### config.mk
export PLATFORM = sky130hd
export DESIGN_NAME = exec_state_status_bits
export DESIGN_NICKNAME = d
export VERILOG_FILES = /design/src/logic/exec_state_pkg.sv /design/src/logic/exec_state_status_bits.sv
export VERILOG_INCLUDE_DIRS = /design/src /design/src/logic
export SDC_FILE = /design/constraint.sdc
export NUM_CORES = 1
export LEC_CHECK = 0
export BUFFER_PORTS_ARGS = -buffer_cell sky130_fd_sc_hd__buf_2
export CAP_MARGIN = 20
export CORE_UTILIZATION = 40
export CTS_CLUSTER_SIZE = 20
export DETAILED_ROUTE_END_ITERATION = 10
export PLACE_DENSITY_LB_ADDON = 0.25
export SYNTH_ARGS = -nofsm -noshare
export SYNTH_HDL_FRONTEND = slang
export SYNTH_SLANG_ARGS = --single-unit
### constraint.sdc
create_clock -name core_clk_i -period 2.3 [get_ports core_clk_i]
set_input_delay 0.46 -clock core_clk_i [delete_from_list [all_inputs] [get_ports core_clk_i]]
set_output_delay 0.46 -clock core_clk_i [all_outputs]
set_load 0.1 [all_outputs]
### src/logic/exec_state_defines.svh
// constants for the execution-state bits of the combined status register
// assumes a 32-bit status word with the bit layout given below
`ifndef EXEC_STATE_DEFINES_SVH
`define EXEC_STATE_DEFINES_SVH

// --------------------------------------------------------------------------
// field positions
// --------------------------------------------------------------------------
`define ESB_Q_BIT          27
`define ESB_RC_HI_MSB      26
`define ESB_RC_HI_LSB      25
`define ESB_ISA_BIT        24
`define ESB_RSVD_HI_MSB    23
`define ESB_RSVD_HI_LSB    16
`define ESB_RC_LO_MSB      15
`define ESB_RC_LO_LSB      10
`define ESB_REG_MSB        15
`define ESB_REG_LSB        12
`define ESB_RSVD_LO_MSB    9
`define ESB_RSVD_LO_LSB    7

// --------------------------------------------------------------------------
// reset values
// --------------------------------------------------------------------------
`define ESB_STATUS_RESET   32'h0100_0000
`define ESB_FIELD_RESET    8'h00
`define ESB_ISA_RESET      1'b1
`define ESB_Q_RESET        1'b0

`endif

### src/logic/exec_state_pkg.sv
// types shared by the execution-state status logic
// assumes the constants of exec_state_defines.svh
package exec_state_pkg;

   // --------------------------------------------------------------------------
   // views of the combined status register
   // --------------------------------------------------------------------------
   typedef enum logic [2:0] {
      VIEW_COMBINED,
      VIEW_IEPSR,
      VIEW_IAPSR,
      VIEW_EAPSR,
      VIEW_APSR,
      VIEW_EXEC,
      VIEW_IPSR
   } view_e;

   // what the split field currently holds
   typedef enum logic [1:0] {
      FM_IDLE,
      FM_RESUME,
      FM_COND
   } field_mode_e;

   // multi-register transfer events
   typedef struct packed {
      logic       interrupt;   // transfer suspended by an interrupt
      logic       done;        // transfer finished
      logic [3:0] next_reg;    // next register operand
   } xfer_evt_s;

   // conditional-block events
   typedef struct packed {
      logic       start;       // block-opening instruction executed
      logic       advance;     // one instruction of the block retired
      logic [7:0] value;       // condition and mask from the opener
   } cond_evt_s;

   // sources that load the instruction-set state bit
   typedef struct packed {
      logic       branch;      // indirect branch, link-exchange, pop to pc
      logic       vec_load;    // vector fetched on exception entry or reset
      logic       target_lsb;  // bit 0 of target or vector
   } isa_src_s;

endpackage

### src/logic/exec_state_status_bits.sv
// execution-state bits of the combined status register
// assumes the core pipeline delivers one-cycle event pulses on core_clk_i
`include "exec_state_defines.svh"

module exec_state_status_bits (
   input  wire logic                      core_clk_i,
   input  wire logic                      resetn_i,
   input  wire logic                      clk_en_i,
   input  wire exec_state_pkg::xfer_evt_s xfer_i,
   input  wire exec_state_pkg::cond_evt_s cond_i,
   input  wire exec_state_pkg::isa_src_s  isa_src_i,
   input  wire logic                      exc_entry_i,
   input  wire logic                      exc_return_i,
   input  wire logic [31:0]               stacked_word_i,
   input  wire logic                      sat_set_i,
   input  wire logic                      exec_i,
   input  wire logic                      hard_fault_active_i,
   input  wire logic                      rd_en_i,
   input  wire logic                      wr_en_i,
   input  wire exec_state_pkg::view_e     view_i,
   input  wire logic                      privileged_i,
   input  wire logic [31:0]               wr_data_i,
   output logic [31:0]                    rd_data_o,
   output logic                           rd_valid_o,
   output logic [31:0]                    status_word_o,
   output logic                           resume_valid_o,
   output logic [3:0]                     resume_reg_o,
   output logic                           fault_o,
   output logic                           lockup_o
);
   import exec_state_pkg::*;

   // --------------------------------------------------------------------------
   // state
   // --------------------------------------------------------------------------
   logic [7:0]  field;        // {bits 15:10, bits 26:25}
   field_mode_e mode;
   logic        isa_bit;
   logic        q_flag;
   logic [7:0]  restore_field;
   logic        restore_resume;
   logic        q_write;
   logic        next_q;
   logic        exec_vis;

   // --------------------------------------------------------------------------
   // decode of the saved status word
   // --------------------------------------------------------------------------
   // resume state is told apart by zero bits 26:25 and 11:10 with a register
   // set; a live conditional block never has its mask low bits all zero
   assign restore_field = {
      stacked_word_i[`ESB_RC_LO_MSB:`ESB_RC_LO_LSB],
      stacked_word_i[`ESB_RC_HI_MSB:`ESB_RC_HI_LSB]};
   assign restore_resume = (restore_field[3:0] == 4'h0)
                         && (restore_field[7:4] != 4'h0);

   // --------------------------------------------------------------------------
   // split field: resume point or conditional block
   // --------------------------------------------------------------------------
   // no write port: software can never disturb it
   always_ff @(posedge core_clk_i or negedge resetn_i) begin
      if (!resetn_i) begin
         field <= `ESB_FIELD_RESET;
         mode  <= FM_IDLE;
      end else if (clk_en_i) begin
         if (exc_return_i) begin
            field <= restore_field;
            mode  <= restore_resume ? FM_RESUME :
                     (restore_field == 8'h00) ? FM_IDLE : FM_COND;
         end else if (xfer_i.interrupt) begin
            field <= {xfer_i.next_reg, 4'h0};
            mode  <= FM_RESUME;
         end else if (exc_entry_i) begin
            field <= `ESB_FIELD_RESET;  // handler starts with a clean field
            mode  <= FM_IDLE;
         end else if (cond_i.start) begin
            field <= cond_i.value;
            mode  <= FM_COND;
         end else if (cond_i.advance && mode == FM_COND) begin
            // mask shifts once per instruction: at most four of them
            if (field[2:0] == 3'h0) begin
               field <= `ESB_FIELD_RESET;
               mode  <= FM_IDLE;
            end else begin
               field <= {field[7:5], field[3:0], 1'b0};
            end
         end else if (xfer_i.done && mode == FM_RESUME) begin
            field <= `ESB_FIELD_RESET;
            mode  <= FM_IDLE;
         end
      end
   end

   // --------------------------------------------------------------------------
   // resume hand-off to the transfer engine
   // --------------------------------------------------------------------------
   always_ff @(posedge core_clk_i or negedge resetn_i) begin
      if (!resetn_i) begin
         resume_valid_o <= 1'b0;
         resume_reg_o   <= 4'h0;
      end else if (clk_en_i) begin
         resume_valid_o <= exc_return_i && restore_resume;
         if (exc_return_i && restore_resume) begin
            resume_reg_o <= restore_field[7:4];
         end
      end
   end

   // --------------------------------------------------------------------------
   // instruction-set state bit
   // --------------------------------------------------------------------------
   // return beats vector load beats branch when they coincide
   always_ff @(posedge core_clk_i or negedge resetn_i) begin
      if (!resetn_i) begin
         isa_bit <= `ESB_ISA_RESET;
      end else if (clk_en_i) begin
         if (exc_return_i) begin
            isa_bit <= stacked_word_i[`ESB_ISA_BIT];
         end else if (isa_src_i.vec_load) begin
            isa_bit <= isa_src_i.target_lsb;
         end else if (isa_src_i.branch) begin
            isa_bit <= isa_src_i.target_lsb;
         end
      end
   end

   // --------------------------------------------------------------------------
   // fault and lockup on execution with the bit clear
   // --------------------------------------------------------------------------
   // a second fault inside the hard-fault handler cannot escalate: lock up
   always_ff @(posedge core_clk_i or negedge resetn_i) begin
      if (!resetn_i) begin
         fault_o  <= 1'b0;
         lockup_o <= 1'b0;
      end else if (clk_en_i) begin
         fault_o <= exec_i && !isa_bit && !hard_fault_active_i;
         if (exec_i && !isa_bit && hard_fault_active_i) begin
            lockup_o <= 1'b1;
         end
      end
   end

   // --------------------------------------------------------------------------
   // saturation flag
   // --------------------------------------------------------------------------
   // application view writes are allowed unprivileged, combined, IAPSR and EAPSR writes need privilege, other views never write
   assign q_write = wr_en_i && (view_i == VIEW_APSR
                 || (privileged_i && (view_i == VIEW_COMBINED
                 || view_i == VIEW_IAPSR || view_i == VIEW_EAPSR)));
   always_comb begin
      next_q = q_flag;
      if (q_write) begin
         next_q = wr_data_i[`ESB_Q_BIT];
      end
      if (sat_set_i) begin
         next_q = 1'b1;                 // a set in the clear cycle survives
      end
   end

   always_ff @(posedge core_clk_i or negedge resetn_i) begin
      if (!resetn_i) begin
         q_flag <= `ESB_Q_RESET;
      end else if (clk_en_i) begin
         q_flag <= next_q;
      end
   end

   // --------------------------------------------------------------------------
   // read path
   // --------------------------------------------------------------------------
   assign status_word_o = {4'h0, q_flag, field[1:0], isa_bit, 8'h00,
                           field[7:2], 10'h000};
   assign exec_vis = (view_i == VIEW_COMBINED && privileged_i)
                  || (view_i == VIEW_EXEC && privileged_i);

   always_ff @(posedge core_clk_i or negedge resetn_i) begin
      if (!resetn_i) begin
         rd_data_o  <= 32'h0000_0000;
         rd_valid_o <= 1'b0;
      end else if (clk_en_i) begin
         rd_valid_o <= rd_en_i;
         if (rd_en_i) begin
            rd_data_o <= 32'h0000_0000;
            if (exec_vis) begin
               rd_data_o[`ESB_RC_HI_MSB:`ESB_RC_HI_LSB] <= field[1:0];
               rd_data_o[`ESB_ISA_BIT] <= isa_bit;
               rd_data_o[`ESB_RC_LO_MSB:`ESB_RC_LO_LSB] <= field[7:2];
            end
            if (view_i == VIEW_APSR || (privileged_i
                && (view_i == VIEW_COMBINED || view_i == VIEW_IAPSR
                || view_i == VIEW_EAPSR))) begin
               rd_data_o[`ESB_Q_BIT] <= q_flag;
            end
         end
      end
   end

   logic started;  // low until the first edge after reset release
   always_ff @(posedge core_clk_i or negedge resetn_i) begin
      if (!resetn_i) begin
         started <= 1'b0;
      end else begin
         started <= 1'b1;
      end
   end
endmodule // exec_state_status_bits

==> metrics.txt, run 1 <==
RR Startpoint=field[0]; Clk pin slew, worst setup/hold paths=around 60 ps; CTS tree=yes; maximum net fanout on the critical path=8; Startpoint Class=primary input; sw frac=roughly 52%; worst vdd ir=0.000492 V; Slew Viols, Final=0; # DRC=0; metal2 WL=1.69 mm; PD cells=922 nW/µm²; Final Cycle Share=around four fifths; distinct cell type count after synthesis=39; endpoints failing hold=0; Initial Utilization=roughly two fifths; ys async rst share=100%; first-pass GRT wire length=6.15 mm; Least-Margin Pin Slew=about 670 ps; ant diodes=0; routed wire length=3.74 mm; H-tree lvl count=2; top sig layer=met4; initial antenna violation count=0; worst-case clock buffer depth=2; DR vias/cell=between 4 and 5; setup TNS=0 ps; Post-Syn Area=between 1500 and 2000 µm²; Mapped Cells=roughly 180; # port buffers=70; commonest non-fill, non-tap cell in the layout=buf_2; worst path cell trace=buf_2 -> or4_4 -> o31ai_4 -> mux2_2; # hold bufs at CTS=0; Clock power frac=between 20% and 30%; Clock Skews=approximately 8.5 ps; Die H=between 60 and 70 µm; vias in the first global route=around 1300; Finished Layout Cells=302; final net count=~350; GRT Util Overall=between 10% and 20%; sequential area share after synthesis=around two fifths; CP Data Arrival Time=between 1500 and 2000 ps; grt ovf=0; die width=69.5 µm; post_cts resized=0; RSZ-0062 raised after global routing=no; Psw=just over 1 mW; max cap viols=0; Slew headroom=between 50% and 60%; DR WL met3=between 300 and 400 µm; Internal=about 950 µW; Max stage delay on crit path=~590 ps; IO Count=between 150 and 200; Critical Path Start=xfer_i[5]; Worst Path Required=~2500 ps; EDFF count, synth=0; Cells after DPL=slightly below 300; min Tclk post-route=between 1500 and 2000 ps; Setup violations, final=0; layout cells sized above 1=between 30% and 40%; combinational power share=46.9%; initial drt markers=58; Yosys warning total=0; Yosys reg bits=30; post-CTS setup buffer count=0; Util after Layout=approximately half; LEAKAGE=1.14 nW; cell row count=24; M1 wire length=around 1.7 mm; mean post-synth cell area=10.3 µm²; most frequent cells in the layout=70 x buf_2, 44 x conb_1, 29 x dfrtp_1, 10 x mux2_2; worst-skew pair later-pin latency=around 270 ps; RD Place Congestion=0.867; core area=between 4000 and 5000 µm²; Die ar.=~4800 µm²; CP Buf/Inv Count=1; DRT antenna net count=0; area grow syn2layout=17.5%; WL/cell=roughly 12 µm; CP Class=in -> reg; post-DP HPWL=2.86 mm; hold crit path type=in -> async; Fmax=542 MHz; number of clock sinks=30; Root Driver=clkbuf_8; delay-heaviest family, CP=simple AND/OR/NAND/NOR gates; crit end category=flip-flop; status=finished, final reports clean; TritonCTS Buffers=5; largest net degree at the start of global routing=31; First-pass DRT Iterations=4; most common flop cell mapped by yosys=dfrtp_1; vias=1417; slowest cell on the critical path=or4_4; Seq pwr share=a little under a third
-- cells by family (layout without fill, tap and decap cells) --
group	after synthesis	after routing	share of synthesized area, %
buffers and inverters	60	90	22.2
AOI/OAI and AO/OA	39	39	17.4
and+or+nand+nor	35	35	11.7
DFF	30	30	41.2
muxes	11	11	6.73
other	1	44	0.206
xor gates and xnor gates	1	1	0.481
-- cell usage after synthesis, drive strengths merged (2+ instances only) --
library cell | count | area, µm²
nand3b | 2 | 15.0
nor2b | 4 | 25.0
nor4 | 2 | 12.5
a222oi | 3 | 30.0
a22o | 9 | 78.8
nand2 | 7 | 26.3
nor2 | 8 | 30.0
mux2 | 10 | 113
o22ai | 2 | 12.5
o21ai | 7 | 35.0
or4 | 2 | 18.8
dfrtp | 29 | 726
buf | 48 | 360
o31ai | 2 | 42.5
a21oi | 4 | 20.0
and3b | 2 | 17.5
o211ai | 2 | 15.0
clkbuf | 3 | 11.3
a221oi | 5 | 43.8
nor4b | 2 | 23.8
inv | 9 | 33.8
a211oi | 2 | 15.0
nor3b | 2 | 20.0
-- area by class of cell --
class | count | area [µm²]
timing repair buffer | 73 | 373
multi-input combinational | 130 | 827
clock inverter | 1 | 5.00
fill | 427 | 2210
inverter | 9 | 33.8
clock buffer | 7 | 86.3
tap | 52 | 65.1
sequential | 30 | 752
-- final timing paths --
check / endpoint / slack (ps) / depth (start not counted)
worst max-delay path: field[7] / 450 / 4
min in group core_clk_i: lockup_o / 450 / 2
worst min-delay path: resume_reg_o[0] / 220 / 1
max in group asynchronous: field[5] / 1640 / 1
worst min register to register: lockup_o / 460 / 1
worst max register to register: field[7] / 750 / 4
-- state kept, by name (all words and copies together) (netlist names) --
name	flops
resume_reg_o	4
lockup_o	1
isa_bit	1
rd_data_o	10
field	8
fault_o	1
resume_valid_o	1
q_flag	1
mode	2
rd_valid_o	1
-- power by group through the flow --
stage	Combinational (mW)	Sequential, mW	Clock [mW]
2_1_floorplan	0.527	0.966	0
3_3_place_gp	0.926	0.634	0
3_5_place_dp	0.929	0.635	0
4_1_cts	0.930	0.626	0.440
5_1_grt	0.958	0.635	0.468
6_report	0.927	0.626	0.422
-- layer usage --
layer | vias up | GRT usage [%]
li1 | 684 | -
met1 | 651 | 22.0
met2 | 80 | 24.8
met3 | 2 | 4.36
met4 | 0 | 4.76
met5 | - | 0
-- metrics by stage --
stage	worst slack, ps	total power [mW]	hold WS (ps)	area (µm²)
final	454	1.98	222	2140
after global routing	325	2.06	261	2140
after CTS	463	2.00	236	2140
after detailed placement	176	1.56	450	2050
after global placement	189	1.56	445	2050
after floorplan	321	1.49	164	1980
-- worst register-to-register path: stages, from the launching register on --
cell,delay [ps]
dfrtp_1,430
or3_1,400
nor2_1,180
o31ai_4,110
mux2_2,300
No activity file was read; power rests on OpenSTA's default activity.
==> inputs of run 2 (changes only) <==
--- a/config.mk
+++ b/config.mk
@@ -8,7 +8,7 @@
 export LEC_CHECK = 0
 export BUFFER_PORTS_ARGS = -buffer_cell sky130_fd_sc_hd__buf_2
 export CAP_MARGIN = 20
-export CORE_UTILIZATION = 40
+export CORE_UTILIZATION = 37
 export CTS_CLUSTER_SIZE = 20
 export DETAILED_ROUTE_END_ITERATION = 10
 export PLACE_DENSITY_LB_ADDON = 0.25
==> constraint.sdc (replaced) <==
create_clock -name core_clk_i -period 1.8 [get_ports core_clk_i]
set_input_delay 0.36 -clock core_clk_i [delete_from_list [all_inputs] [get_ports core_clk_i]]
set_output_delay 0.36 -clock core_clk_i [all_outputs]
set_load 0.1 [all_outputs]
==> metrics.txt, run 2 (synthesized netlist as in run 1, its figures left out) <==
LEAKAGE=1.18 nW (was 1.14 nW); die width=72.2 µm (was 69.5 µm); initial drt markers=61 (was 58); status=finished, final reports clean (unchanged); First-pass DRT Iterations=4 (unchanged); maximum net fanout on the critical path=6 (was 8); # port buffers=70 (unchanged); Cells after DPL=317 (was 294); TritonCTS Buffers=5 (unchanged); CTS tree=yes (unchanged); vias=1422 (was 1417); number of clock sinks=30 (unchanged); Setup violations, final=0 (unchanged); DRT antenna net count=0 (unchanged); Clk pin slew, worst setup/hold paths=60 ps (about the same); CP Data Arrival Time=1280 ps (was 1990 ps); worst-case clock buffer depth=2 (unchanged); hold crit path type=in -> async (unchanged); WL/cell=11.8 µm (was 12.4 µm); PD cells=1150 nW/µm² (was 922 nW/µm²); layout cells sized above 1=41.5% (was 38.4%); dpl ws=-78.0 ps (was 176 ps); Worst Path Required=1440 ps (was 2450 ps); Least-Margin Pin Slew=661 ps (was 672 ps); post-DP HPWL=2.97 mm (was 2.86 mm); DR vias/cell=4.38 (was 4.69); post-CTS setup buffer count=0 (unchanged); H-tree lvl count=2 (unchanged); post_cts resized=0 (unchanged); # DRC=0 (unchanged); worst-skew pair later-pin latency=270 ps (about the same); CP Class=reg -> out (was in -> reg); cells on worst reg2reg path=4 (unchanged); RD Place Congestion=0.692 (was 0.867); area grow syn2layout=22.0% (was 17.5%); min Tclk post-route=between 1500 and 2000 ps; Slew Viols, Final=0 (unchanged); RSZ-0062 raised after global routing=no (unchanged); core area=4720 µm² (was 4350 µm²); Root Driver=clkbuf_8 (unchanged); initial antenna violation count=0 (unchanged); grt ovf=0 (unchanged); IO Count=169 (unchanged); biggest regs=rd_data_o (10), field (8), resume_reg_o (4) (unchanged); delay-heaviest family, CP=flip-flops (was simple AND/OR/NAND/NOR gates); max reg flops=10 (unchanged); cell row count=25 (was 24); crit end category=output pin (was flip-flop); crit path to=status_word_o[24] (was field[7]); Clock Skews=3.68 ps (was 8.45 ps); Max stage delay on crit path=570 ps (was 590 ps); commonest non-fill, non-tap cell in the layout=buf_2 (unchanged); Critical Path Stages=1 (was 4); most frequent cells in the layout=70 x buf_2, 44 x conb_1, 26 x dfrtp_1, 11 x buf_4, 10 x mux2_2 (was 70 x buf_2, 44 x conb_1, 29 x dfrtp_1, 10 x mux2_2); # hold bufs at CTS=0 (unchanged); Startpoint Class=flip-flop (was primary input); endpoints failing hold=0 (unchanged); GRT Util Overall=15.5% (was 16.1%); CP Buf/Inv Count=1 (unchanged); Final WS setup=157 ps (was 454 ps); Die ar.=5210 µm² (was 4830 µm²); worst path cell trace=buf_2 (was buf_2 -> or4_4 -> o31ai_4 -> mux2_2); final net count=354 (was 346); vias in the first global route=1261 (was 1276); RR Startpoint=field[1] (was field[0]); Initial Utilization=38.6% (was 41.9%); Slew headroom=56.0% (was 55.2%); Finished Layout Cells=325 (was 302); ant diodes=0 (unchanged); Die H=72.2 µm (was 69.5 µm); max cap viols=0 (unchanged); routed wire length=3.84 mm (was 3.74 mm); largest net degree at the start of global routing=31 (unchanged); Fillers=468 (was 427); first-pass GRT wire length=6.07 mm (was 6.15 mm); Critical Path Start=isa_bit (was xfer_i[5]); slowest cell on the critical path=dfstp_2 (was or4_4); worst vdd ir=0.000382 V (was 0.000492 V); Final Cycle Share=91.3%; R2R Setup Slk=250 ps (was 750 ps); Fmax=608 MHz; Top reg by flops=rd_data_o (unchanged); reg-to-reg endpoint=mode[1] (was field[7])
==> run 2: changes by cell type in the layout (fill, tap and decap cells not counted), sizes merged <==
| cell | before | now |
|---|---|---|
| buf | 73 | 81 |
==> run 2: cell type report <==
type | instances | area [µm²] | share of cell area, %
clock buffers | 7 | 86.3 | 3.88
repair buffers | 81 | 433 | 19.5
well taps | 67 | 83.8 | 3.77
flip-flops and latches | 30 | 756 | 34.0
inverters | 9 | 33.8 | 1.52
clock inverters | 1 | 5.00 | 0.225
multi-input cells | 130 | 827 | 37.2
==> run 2: power by group <==
part	total, mW	leakage (nW)	internal (mW)	switching, mW
Combinational	1.20	0.751	0.171	1.03
Sequential	0.800	0.377	0.749	0.0515
Clock	0.549	0.0482	0.308	0.241
Total	2.55	1.18	1.23	1.32
==> run 2: worst min path at each step <==
stage / startpoint / to / slack, ps / cells past startpoint
3_3_place_gp: resetn_i / fault_o / 440 / 1
3_5_place_dp: resetn_i / fault_o / 440 / 1
2_1_floorplan: resetn_i / fault_o / 60 / 0
5_1_grt: resetn_i / rd_data_o[24] / 160 / 1
6_report: resetn_i / rd_data_o[24] / 110 / 1
4_1_cts: resetn_i / resume_valid_o / 130 / 1
==> run 2: layer usage <==
layer  global-route usage [%]  up-vias  share of wire (%)
met5                        0        -                  0
met4                     4.58        0               0.36
met3                     5.28        2                6.8
met2                     23.6       69                 46
met1                     20.9      645                 47
li1                         -      706                  -
==> run 2: metrics by stage <==
step           area [µm²]  util [%]  TNS [ps]  hold slack [ps]  total power [mW]
2_1_floorplan        1990         -         0             64.4              1.91
3_3_place_gp         2130      45.2      -318              437              2.01
3_5_place_dp         2130      45.2      -375              437              2.02
4_1_cts              2220      47.1         0              134              2.58
5_1_grt              2220      47.1         0              160              2.66
6_report             2220      47.1         0              114              2.55
==> inputs of run 3 (changes only) <==
--- a/config.mk
+++ b/config.mk
@@ -12,6 +12,8 @@
 export CTS_CLUSTER_SIZE = 20
 export DETAILED_ROUTE_END_ITERATION = 10
 export PLACE_DENSITY_LB_ADDON = 0.25
+export SETUP_SLACK_MARGIN = 0.5
+export SLEW_MARGIN = 5
 export SYNTH_ARGS = -nofsm -noshare
 export SYNTH_HDL_FRONTEND = slang
 export SYNTH_SLANG_ARGS = --single-unit
==> metrics.txt, run 3 (synthesized netlist as in run 1, its figures left out) <==
endpoints failing hold=0 (unchanged); grt ovf=0 (unchanged); crit end category=flip-flop (was output pin); Fmax=643 MHz (was 608 MHz); post-DP HPWL=3.04 mm (was 2.97 mm); ant diodes=0 (unchanged); Final Cycle Share=86.4% (was 91.3%); DRT antenna net count=0 (unchanged); most frequent cells in the layout=44 x conb_1, 39 x buf_2, 26 x dfrtp_1, 24 x buf_6, 15 x buf_4 (was 70 x buf_2, 44 x conb_1, 26 x dfrtp_1, 11 x buf_4, 10 x mux2_2); final net count=360 (was 354); cells on worst reg2reg path=4 (unchanged); Critical Path Start=field[1] (was isa_bit); H-tree lvl count=2 (unchanged); RD Place Congestion=0.731 (was 0.692); Util after Layout=55.8% (was 47.1%); CP Data Arrival Time=1720 ps (was 1280 ps); status=finished, final reports clean (unchanged); worst-case clock buffer depth=2 (unchanged); R2R Setup Slk=250 ps (about the same); Clk pin slew, worst setup/hold paths=60 ps (about the same); Worst Path Required=1960 ps (was 1440 ps); vias in the first global route=1320 (was 1261); biggest regs=rd_data_o (10), field (8), resume_reg_o (4) (unchanged); RSZ-0062 raised after global routing=yes (was no); first-pass GRT wire length=6.28 mm (was 6.07 mm); maximum net fanout on the critical path=5 (was 6); initial drt markers=69 (was 61); reg-to-reg endpoint=mode[0] (was mode[1]); hold crit path type=in -> async (unchanged); worst-skew pair later-pin latency=280 ps (was 270 ps); Least-Margin Pin Slew=539 ps (was 661 ps); area grow syn2layout=44.7% (was 22.0%); # port buffers=70 (unchanged); Slew headroom=63.9% (was 56.0%); cell row count=25 (unchanged); largest net degree at the start of global routing=22 (was 31); # hold bufs at CTS=0 (unchanged); PD cells=1050 nW/µm² (was 1150 nW/µm²); die width=72.2 µm (unchanged); CP Class=reg -> reg (was reg -> out); WL/cell=12.5 µm (was 11.8 µm); Root Driver=clkbuf_8 (unchanged); layout cells sized above 1=47.3% (was 41.5%); First-pass DRT Iterations=6 (was 4); Die H=72.2 µm (unchanged); Clock Skews=3.25 ps (was 3.68 ps); Top reg by flops=rd_data_o (unchanged); number of clock sinks=30 (unchanged); # DRC=0 (unchanged); commonest non-fill, non-tap cell in the layout=conb_1 (was buf_2); GRT Util Overall=15.7% (was 15.5%); TritonCTS Buffers=5 (unchanged); Slew Viols, Final=0 (unchanged); max reg flops=10 (unchanged); routed wire length=4.14 mm (was 3.84 mm); Setup violations, final=0 (unchanged); LEAKAGE=1.31 nW (was 1.18 nW); RR Startpoint=field[1] (unchanged); Initial Utilization=38.6% (unchanged); max cap viols=0 (unchanged); vias=1507 (was 1422); DR vias/cell=4.55 (was 4.38); crit path to=mode[0] (was status_word_o[24]); WHS=21.7 ps (was 114 ps); min Tclk post-route=1550 ps (was 1640 ps); CTS tree=yes (unchanged); initial antenna violation count=0 (unchanged); IO Count=169 (unchanged); Die ar.=5210 µm² (unchanged); Startpoint Class=flip-flop (unchanged); worst vdd ir=0.000570 V (was 0.000382 V); setup TNS=0 ps (unchanged); core area=4720 µm² (unchanged)
## run 3: cell count changes in the layout (fill, tap and decap cells not counted), moves of 3 or more
cell,before,now
buf_6,0,24
buf_4,11,15
dfrtp_2,3,0
o21ai_0,7,3
o21ai_2,0,3
dfrtp_4,0,3
buf_2,70,39
buf_8,0,3
mux2_4,0,3
nand2_2,0,3
buf_12,0,6
nand2_1,7,4
mux2_2,10,7
## run 3: worst min-delay path by stage
stage | from | end | slack (ps) | cells after the start
after CTS | resetn_i | q_flag | 30 | 1
final | resetn_i | q_flag | 20 | 1
after floorplan | resetn_i | fault_o | 60 | 0
after detailed placement | resetn_i | lockup_o | 330 | 1
after global routing | resetn_i | rd_data_o[14] | 40 | 1
after global placement | resetn_i | rd_data_o[24] | 330 | 1
## run 3: layer usage
metal	part of all wire, %	track usage, %
met1	45	20.4
met2	47	25.4
met3	6.5	4.58
met5	0	0
met4	0.99	4.58
## run 3: through the flow
| step | worst slack [ps] | total power, mW | cells | area (µm²) |
|---|---|---|---|---|
| after global routing | 202 | 2.86 | 331 | 2640 |
| after detailed placement | -56.1 | 2.04 | 317 | 2210 |
| after global placement | -56.8 | 2.04 | 317 | 2210 |
| final | 245 | 2.76 | 331 | 2640 |
| after CTS | 246 | 2.70 | 329 | 2490 |
| after floorplan | 115 | 1.93 | 220 | 2070 |
## run 3: power breakdown
group	switching, mW	internal, mW	total (mW)	leakage (nW)
Sequential	0.0678	0.752	0.820	0.377
Clock	0.250	0.308	0.558	0.0482
Combinational	1.06	0.321	1.38	0.887
Total	1.38	1.38	2.76	1.31
## run 3: cell type report
type                            instances  area [µm²]
Fill cell                             416        2090
Multi-Input combinational cell        130         922
Sequential cell                        30         763
Timing Repair Buffer                   87         743
Clock buffer                            7        86.3
Tap cell                               67        83.8
Inverter                                9        33.8
Clock inverter                          1        5.00
## run 3: timing repair
action,CTS,global route
pin swaps,6,4
setup buffers,4,2
endpoints found under the setup margin,42,39
resized for setup,50,34
## run 3: worst max-delay path, stage by stage (launching register included)
cell and delay (ps):
dfrtp_4 510, or3_4 400, nor2_4 130, o31ai_4 110, mux2_2 280
